==> config.mk <==
export PLATFORM = sky130hd
export DESIGN_NAME = irhp_top
export DESIGN_NICKNAME = d
export VERILOG_FILES = /design/src/irhp_pkg.sv /design/src/irhp_bus_if.sv /design/src/irhp_strobe.sv /design/src/irhp_store.sv /design/src/irhp_top.sv
export SDC_FILE = /design/constraint.sdc
export NUM_CORES = 1
export LEC_CHECK = 0
export BUFFER_PORTS_ARGS = -buffer_cell sky130_fd_sc_hd__buf_4
export CAP_MARGIN = 20
export CORE_AREA = 2 2 175 177
export DETAILED_ROUTE_END_ITERATION = 12
export DIE_AREA = 0 0 177 179
export GPL_TIMING_DRIVEN = 0
export HOLD_SLACK_MARGIN = 0.02
export RECOVER_POWER = 50
export SYNTH_ARGS = -nofsm -noshare
export SYNTH_HDL_FRONTEND = slang
export SYNTH_HIERARCHICAL = 1
export SYNTH_SLANG_ARGS = --single-unit
==> constraint.sdc <==
create_clock -name clk -period 15.16 [get_ports clk]
set_clock_uncertainty 0.2 [all_clocks]
set_input_delay 0.758 -clock clk [delete_from_list [all_inputs] [get_ports clk]]
set_output_delay 0.758 -clock clk [all_outputs]
set_load 0.02 [all_outputs]
==> src/irhp_pkg.sv <==
// Package of constants and types for the infrared controller host port
package irhp_pkg;
	// ********************
	// Widths
	// ********************
	localparam int DATA_W = 16;
	localparam int ADDR_W = 4;
	localparam int DEPTH = 16;
	// ********************
	// Reset levels of outputs
	// ********************
	localparam logic IRQ_IDLE = 1'h1;
	localparam logic REMOTE_TX_RST = 1'h0;
	localparam logic IR_TX_RST = 1'h0;
	localparam logic AUX_CTL_RST = 1'h0;
	localparam logic SHUTDOWN_RST = 1'h1;
	localparam logic [DATA_W-1:0] LOC_RST = 16'h0000;
	// ********************
	// Location indices of the host-visible store
	// ********************
	localparam logic [ADDR_W-1:0] IDX_CTRL = 4'h0;
	localparam logic [ADDR_W-1:0] IDX_LINK_IRQ = 4'h1;
	localparam logic [ADDR_W-1:0] IDX_REMOTE_IRQ = 4'h2;
	localparam logic [ADDR_W-1:0] IDX_STATUS = 4'h3;
	// ********************
	// Control word field positions
	// ********************
	localparam int CTRL_REMOTE_EN = 0;
	localparam int CTRL_PIN_SEL = 1;
	localparam int CTRL_AUX = 2;
	localparam int CTRL_SHUTDOWN = 3;
	localparam int CTRL_LINK_IE = 4;
	localparam int CTRL_REMOTE_IE = 5;
	// ********************
	// Power states
	// ********************
	typedef enum logic [1:0] {
		IRHP_RUN = 2'b00,
		IRHP_WAIT = 2'b01
	} irhp_pwr_t;
endpackage : irhp_pkg

==> src/irhp_bus_if.sv <==
// Interface carrying decoded host accesses between the port modules
interface irhp_bus_if;
	logic rd_req;
	logic wr_req;
	logic [irhp_pkg::ADDR_W-1:0] addr;
	logic [irhp_pkg::DATA_W-1:0] wdata;
	logic [irhp_pkg::DATA_W-1:0] rdata;
	modport decoder (output rd_req, output wr_req, output addr, output wdata, input rdata);
	modport store (input rd_req, input wr_req, input addr, input wdata, output rdata);
endinterface : irhp_bus_if

==> src/irhp_strobe.sv <==
// Strobe decoder: turns select, read and write levels into access requests
module irhp_strobe (
	// Clock and reset
	input wire logic clk,
	input wire logic rst,
	// Host pins
	input wire logic cs_n,
	input wire logic rd_n,
	input wire logic wr_n,
	input wire logic [irhp_pkg::ADDR_W-1:0] addr,
	input wire logic [irhp_pkg::DATA_W-1:0] data_in,
	input wire logic enable,
	// Decoded side
	irhp_bus_if.decoder bus,
	output logic rd_active
);
	// ********************
	// State
	// ********************
	typedef struct packed {
		logic wr_seen;
	} irhp_strb_t;
	irhp_strb_t s_q;
	irhp_strb_t s_d;
	logic sel;
	always_comb begin
		sel = !cs_n && enable; // RULE1
		s_d = s_q;
		s_d.wr_seen = sel && !wr_n && rd_n;
	end
	always_ff @(posedge clk or posedge rst) begin
		if (rst) begin
			s_q <= '0;
		end else begin
			s_q <= s_d;
		end
	end
	// One write per strobe: capture on the falling edge of the write level
	// Both strobes low together is ignored; hosts must avoid it
	assign bus.wr_req = sel && !wr_n && rd_n && !s_q.wr_seen; // RULE3 RULE13
	assign bus.rd_req = sel && !rd_n && wr_n; // RULE2
	assign rd_active = bus.rd_req;
	assign bus.addr = addr;
	assign bus.wdata = data_in;
endmodule : irhp_strobe

==> src/irhp_store.sv <==
// Register store of host-visible locations
module irhp_store #(
	parameter int DEPTH = irhp_pkg::DEPTH
) (
	// Clock and reset
	input wire logic clk,
	input wire logic rst,
	// Decoded access
	irhp_bus_if.store bus,
	// Event inputs
	input wire logic link_event,
	input wire logic remote_event,
	input wire logic [irhp_pkg::DATA_W-1:0] status_word,
	// Stored control
	output logic [irhp_pkg::DATA_W-1:0] ctrl,
	output logic link_pend,
	output logic remote_pend
);
	typedef struct packed {
		logic [DEPTH-1:0][irhp_pkg::DATA_W-1:0] loc;
		logic link_pend;
		logic remote_pend;
	} irhp_st_t;
	irhp_st_t s_q;
	irhp_st_t s_d;
	function automatic logic hit(input logic [irhp_pkg::ADDR_W-1:0] a,
		input logic [irhp_pkg::ADDR_W-1:0] idx);
		hit = (a == idx);
	endfunction : hit
	always_comb begin
		s_d = s_q;
		if (bus.wr_req) begin
			s_d.loc[bus.addr] = bus.wdata; // RULE3
		end
		// Writing one to a pending word clears it; a new event wins the clear
		if (bus.wr_req && hit(bus.addr, irhp_pkg::IDX_LINK_IRQ) && bus.wdata[0]) begin
			s_d.link_pend = 1'b0;
		end
		if (bus.wr_req && hit(bus.addr, irhp_pkg::IDX_REMOTE_IRQ) && bus.wdata[0]) begin
			s_d.remote_pend = 1'b0;
		end
		if (link_event) begin
			s_d.link_pend = 1'b1;
		end
		if (remote_event) begin
			s_d.remote_pend = 1'b1;
		end
	end
	always_ff @(posedge clk or posedge rst) begin
		if (rst) begin
			s_q <= '0; // RULE6
		end else begin
			s_q <= s_d;
		end
	end
	always_comb begin
		bus.rdata = s_q.loc[bus.addr];
		if (hit(bus.addr, irhp_pkg::IDX_LINK_IRQ)) begin
			bus.rdata = {{(irhp_pkg::DATA_W-1){1'b0}}, s_q.link_pend};
		end else if (hit(bus.addr, irhp_pkg::IDX_REMOTE_IRQ)) begin
			bus.rdata = {{(irhp_pkg::DATA_W-1){1'b0}}, s_q.remote_pend};
		end else if (hit(bus.addr, irhp_pkg::IDX_STATUS)) begin
			bus.rdata = status_word;
		end
	end
	assign ctrl = s_q.loc[irhp_pkg::IDX_CTRL];
	assign link_pend = s_q.link_pend;
	assign remote_pend = s_q.remote_pend;
endmodule : irhp_store

==> src/irhp_top.sv <==
// Host pin port of the infrared controller
// Function
// RULE1 - Chip select is active low; strobes act only while it is low.
// RULE2 - Low read strobe during selected access drives read data on the bus.
// RULE3 - Low write strobe during selected access stores bus data at the address.
// RULE4 - Link interrupt output is high after reset, low on a link event; the code lowers it only while CTRL_LINK_IE is set.
// RULE5 - Remote interrupt output is high after reset, low on a remote event; the code lowers it only while CTRL_REMOTE_IE is set.
// RULE6 - Low reset initialises all register settings and internal state; the code's rst is active high.
// RULE7 - Low power-down enters waiting state with low current consumption.
// RULE8 - Host holds reset low after power-down until the oscillator settles; rst here is active high, so the bench holds it high.
// RULE9 - Remote output low after reset; carries remote when enabled and select low.
// RULE10 - Auxiliary control output is low after reset.
// RULE11 - Module shutdown output is high after reset; may stay unconnected.
// RULE12 - Main transmit low after reset; link when disabled, remote when both high.
// RULE13 - Host never asserts read and write together in one access.
module irhp_top (
	// Clock and reset
	input wire logic clk,
	input wire logic rst,
	// Host bus
	input wire logic cs_n,
	input wire logic rd_n,
	input wire logic wr_n,
	input wire logic [irhp_pkg::ADDR_W-1:0] addr,
	input wire logic [irhp_pkg::DATA_W-1:0] data_in,
	output logic [irhp_pkg::DATA_W-1:0] data_out,
	output logic data_oe,
	// Power
	input wire logic power_down_n,
	// Function cores
	input wire logic link_event,
	input wire logic remote_event,
	input wire logic link_tx_bit,
	input wire logic remote_tx_bit,
	// Interrupts
	output logic link_irq_n,
	output logic remote_irq_n,
	// Transmit and module control
	output logic infrared_tx_out,
	output logic remote_tx_out,
	output logic aux_control_out,
	output logic module_shutdown_out,
	output logic low_power
);
	// ********************
	// State
	// ********************
	typedef struct packed {
		irhp_pkg::irhp_pwr_t pwr;
		logic [irhp_pkg::DATA_W-1:0] rdata;
		logic oe;
		logic link_irq_n;
		logic remote_irq_n;
		logic ir_tx;
		logic rc_tx;
		logic aux;
		logic shdn;
	} irhp_top_t;
	irhp_top_t s_q;
	irhp_top_t s_d;
	irhp_bus_if bus ();
	logic rd_active;
	logic [irhp_pkg::DATA_W-1:0] ctrl;
	logic link_pend;
	logic remote_pend;
	logic running;
	logic [irhp_pkg::DATA_W-1:0] status_word;
	logic remote_enable;
	logic pin_sel;
	// Bus is closed while waiting so a stray strobe cannot disturb settings
	assign running = (s_q.pwr == irhp_pkg::IRHP_RUN); // RULE7
	assign status_word = {{(irhp_pkg::DATA_W-2){1'b0}}, remote_pend, link_pend};
	irhp_strobe u_strobe (
		.clk(clk),
		.rst(rst),
		.cs_n(cs_n),
		.rd_n(rd_n),
		.wr_n(wr_n),
		.addr(addr),
		.data_in(data_in),
		.enable(running),
		.bus(bus.decoder),
		.rd_active(rd_active)
	);
	irhp_store #(
		.DEPTH(irhp_pkg::DEPTH)
	) u_store (
		.clk(clk),
		.rst(rst),
		.bus(bus.store),
		.link_event(link_event && running),
		.remote_event(remote_event && running),
		.status_word(status_word),
		.ctrl(ctrl),
		.link_pend(link_pend),
		.remote_pend(remote_pend)
	);
	assign remote_enable = ctrl[irhp_pkg::CTRL_REMOTE_EN];
	assign pin_sel = ctrl[irhp_pkg::CTRL_PIN_SEL];
	always_comb begin
		s_d = s_q;
		case (s_q.pwr)
			irhp_pkg::IRHP_RUN: begin
				if (!power_down_n) begin
					s_d.pwr = irhp_pkg::IRHP_WAIT; // RULE7
				end
			end
			irhp_pkg::IRHP_WAIT: begin
				// Leaving waiting needs a reset per the restart sequence
				s_d.pwr = irhp_pkg::IRHP_WAIT; // RULE8
			end
			default: begin
				s_d.pwr = irhp_pkg::IRHP_WAIT;
			end
		endcase
		s_d.oe = rd_active; // RULE2
		s_d.rdata = bus.rdata; // RULE2
		s_d.link_irq_n = !(link_pend && ctrl[irhp_pkg::CTRL_LINK_IE]); // RULE4
		s_d.remote_irq_n = !(remote_pend && ctrl[irhp_pkg::CTRL_REMOTE_IE]); // RULE5
		s_d.ir_tx = 1'b0;
		s_d.rc_tx = 1'b0;
		if (running) begin
			if (!remote_enable) begin
				s_d.ir_tx = link_tx_bit; // RULE12
			end else if (pin_sel) begin
				s_d.ir_tx = remote_tx_bit; // RULE12
			end else begin
				s_d.rc_tx = remote_tx_bit; // RULE9
			end
		end
		s_d.aux = ctrl[irhp_pkg::CTRL_AUX]; // RULE10
		// Reset word is zero, so shutdown is stored inverted to reset high
		s_d.shdn = !ctrl[irhp_pkg::CTRL_SHUTDOWN] || !running; // RULE11
	end
	always_ff @(posedge clk or posedge rst) begin
		if (rst) begin
			s_q.pwr <= irhp_pkg::IRHP_RUN; // RULE6
			s_q.rdata <= irhp_pkg::LOC_RST;
			s_q.oe <= 1'b0;
			s_q.link_irq_n <= irhp_pkg::IRQ_IDLE; // RULE4
			s_q.remote_irq_n <= irhp_pkg::IRQ_IDLE; // RULE5
			s_q.ir_tx <= irhp_pkg::IR_TX_RST; // RULE12
			s_q.rc_tx <= irhp_pkg::REMOTE_TX_RST; // RULE9
			s_q.aux <= irhp_pkg::AUX_CTL_RST; // RULE10
			s_q.shdn <= irhp_pkg::SHUTDOWN_RST; // RULE11
		end else begin
			s_q <= s_d;
		end
	end
	assign data_out = s_q.rdata;
	assign data_oe = s_q.oe;
	assign link_irq_n = s_q.link_irq_n;
	assign remote_irq_n = s_q.remote_irq_n;
	assign infrared_tx_out = s_q.ir_tx;
	assign remote_tx_out = s_q.rc_tx;
	assign aux_control_out = s_q.aux;
	assign module_shutdown_out = s_q.shdn;
	assign low_power = !running;
endmodule : irhp_top

==> impl_metrics.py <==
metrics = {
    "floorplanning": {
        "io_pins": 54,
        "dieArea_sq_mm": 0.0317,
        "core-area_sq_mm": 0.0300,
        "rows": 64,
        "start_util": 0.409,
        "die_y_um": 179,
        "die_w_um": 177,
    },
    "setup_path": {
        "crit_family": "buffers and inverters",
        "endpoint": "u_store/s_q[244]",
        "r2r_setup_slack_ns": 12.03,
        "crit_type": "in2async",
        "crit_path_start_kind": "primary input",
        "setup.worst_path.start": "rst",
        "r2r-end": "u_store/s_q[182]",
        "critPathMaxStageDelay_ns": 3.32,
        "cp.depth": 4,
        "crit_path_frequent_cell": "clkbuf_1",
        "timing.critical_path.arrival_ns": 6.71,
        "rr_startpoint": "s_q[23]",
        "critical-path-slowest-cell": "clkbuf_1",
        "end_kind": "asynchronous set/reset pin",
        "critPathMaxFanout": 83,
        "path_buf_inv": 4,
        "r2r_cells": 8,
        "crit_chain": "dlygate4sd3_1 > clkbuf_1 > clkinvlp_2 > clkbuf_1",
        "critical_path_required_ns": 14.51,
    },
    "power": {
        "pwr-share-clk": 0.462,
        "switchingPower_mw": 0.331,
        "p_leak_nw": 6.79,
        "ir_drop_uv": 98.3,
        "seqPwrFrac": 0.486,
        "cellInternalPower_mw": 1.14,
        "swShare": 0.225,
        "power_mw": 1.47,
        "pwr_density_cell_mw_per_mm2": 106,
        "comb_power_share": 0.051,
    },
    "route": {
        "drc": 0,
        "drt_iter0_markers": 408,
        "detail-route-antenna-nets": 0,
        "num_vias": 6978,
        "drt-vias-per-instance": 5.31,
        "wl_per_cell_um": 21.8,
        "drt-pass1-iter-count": 4,
        "totalWireLength_um": 28600,
    },
    "cts": {
        "cts_buffer_depth": 3,
        "cts-buffers-inserted": 29,
        "clock_latency_ns": 0.54,
        "post-cts-setup-buffer-count": 0,
        "htreeDepth": 1,
        "postCtsResizedCells": 0,
        "cts_tree": "done",
        "clkSlewWorstSetupHoldPaths_ns": 0.05,
        "hold_buffers": 1,
        "cts_root_buffer": "clkbuf_16",
        "clock-sinks": 267,
    },
    "synthesis": {
        "synth_cells": 818,
        "avgSynthCellArea_sq_um": 15.0,
        "synth_warnings": 6,
        "syn-cell-area_sq_mm": 0.0123,
    },
    "finish": {
        "final_layout_size_suffix_gt1_frac": 0.493,
        "nets": 929,
        "area_delta_synth_final_pct": 13.2,
        "antenna_cells": 0,
        "stdcell_area_sq_mm": 0.0139,
    },
    "run": {
        "drv_cap": 2,
    },
    "timing": {
        "rsz0062_at_grt": "no",
        "worstMarginPinSlew_ns": 4.59,
        "setup_tns_ns": 0,
        "max_freq_mhz": 136,
        "drv_slew": 158,
        "worst_slew_margin_rel": -2.06,
        "hold_viol": 0,
        "finalCritPeriodShare": 0.485,
        "setup_viol": 0,
        "post-route-min-period_ns": 7.36,
        "worst_slack_ns": 7.80,
    },
    "hold_path": {
        "worstHoldPathCells": 2,
        "holdCritPathClass": "in2reg",
    },
    "placed_design": {
        "gp_congestion": 0.782,
        "portBuffers": 33,
        "placed_cell_area_sq_mm": 0.0131,
        "hpwlAfterDp_um": 19600,
        "pre_cts_slack_ns": 12.01,
    },
    "grt": {
        "grt_first_pass_wirelength_um": 45200,
        "overflow": 0,
        "antenna_found_initial": 0,
        "grt_pass1_vias": 7250,
        "grtUsageTotal": 0.189,
        "grt_max_degree": 88,
    },
    "run_status": {
        "violations": "capacitance limit, slew limit",
        "outcome": "finished, violations left",
    },
}
-- power groups by stage --
stage | clock (mW) | combinational [mW] | sequential (mW)
final | 0.681 | 0.0757 | 0.716
after global placement | 0 | 0.0771 | 0.729
after global routing | 0.730 | 0.0837 | 0.716
after CTS | 0.700 | 0.0801 | 0.716
after floorplan | 0 | 0.0476 | 0.731
after detailed placement | 0 | 0.0797 | 0.729
-- through the flow --
stage	utilization	hold WS [ns]	cells
floorplan	-	0.217	831
global placement	0.435	0.281	1260
detailed placement	0.437	0.289	1262
CTS	0.468	0.162	1313
global route	0.463	0.175	1314
finish	0.463	0.190	1314
-- layout by cell type, fill, tap and decap left out, types with 5 or more instances in the layout --
cell	n
a21oi_1	29
buf_2	15
buf_4	44
clkbuf_1	65
clkbuf_16	29
clkbuf_8	8
conb_1	14
dfrtp_1	264
mux2_1	5
mux2_2	253
mux2_4	10
mux4_2	47
nand2_1	29
nand3_1	6
nor2_2	9
o21ai_0	15
o221a_2	14
-- worst register-to-register path, stage by stage (launching register included) --
cell      delay [ns]
dfrtp_1         0.43
inv_1           0.15
and4bb_1        0.23
nor2b_1         0.15
clkbuf_1        0.47
nand3b_2        0.23
nor2_2          0.47
buf_4           0.33
mux2_2          0.36
-- final cells by class --
class	count	area, sq um
inverters	5	20.0
plain buffers	90	533
multi-input cells	469	5040
fillers	2691	16100
well taps	396	495
flip-flops and latches	267	6690
clock inverters	6	58.8
repair buffers	37	199
clock buffers	44	862
-- worst min path at each step --
stage | startpoint | endpoint | slack (ns)
6_report | power_down_n | s_q[23] | 0.19
5_1_grt | power_down_n | s_q[23] | 0.17
4_1_cts | power_down_n | s_q[23] | 0.16
3_5_place_dp | u_store/s_q[19] | u_store/s_q[19] | 0.29
3_3_place_gp | u_store/s_q[22] | u_store/s_q[22] | 0.28
2_1_floorplan | u_store/remote_pend | remote_irq_n | 0.22
-- state kept, by name, summed over array words and instances, names as in the netlist --
name / count
remote_irq_n: 1
link_irq_n: 1
u_store/remote_pend: 1
aux_control_out: 1
u_store/s_q: 224
data_oe: 1
remote_tx_out: 1
u_strobe/s_q: 1
module_shutdown_out: 1
u_store/ctrl: 16
infrared_tx_out: 1
s_q: 1
data_out: 16
u_store/link_pend: 1
-- layer usage --
| layer | vias to the layer above | GRT usage | part of all wire |
|---|---|---|---|
| li1 | 3116 | - | - |
| met1 | 3665 | 0.286 | 0.49 |
| met2 | 157 | 0.285 | 0.44 |
| met3 | 40 | 0.0293 | 0.052 |
| met4 | 0 | 0.0420 | 0.020 |
| met5 | - | 0 | 0 |
(Power assumes the default switching activity.)
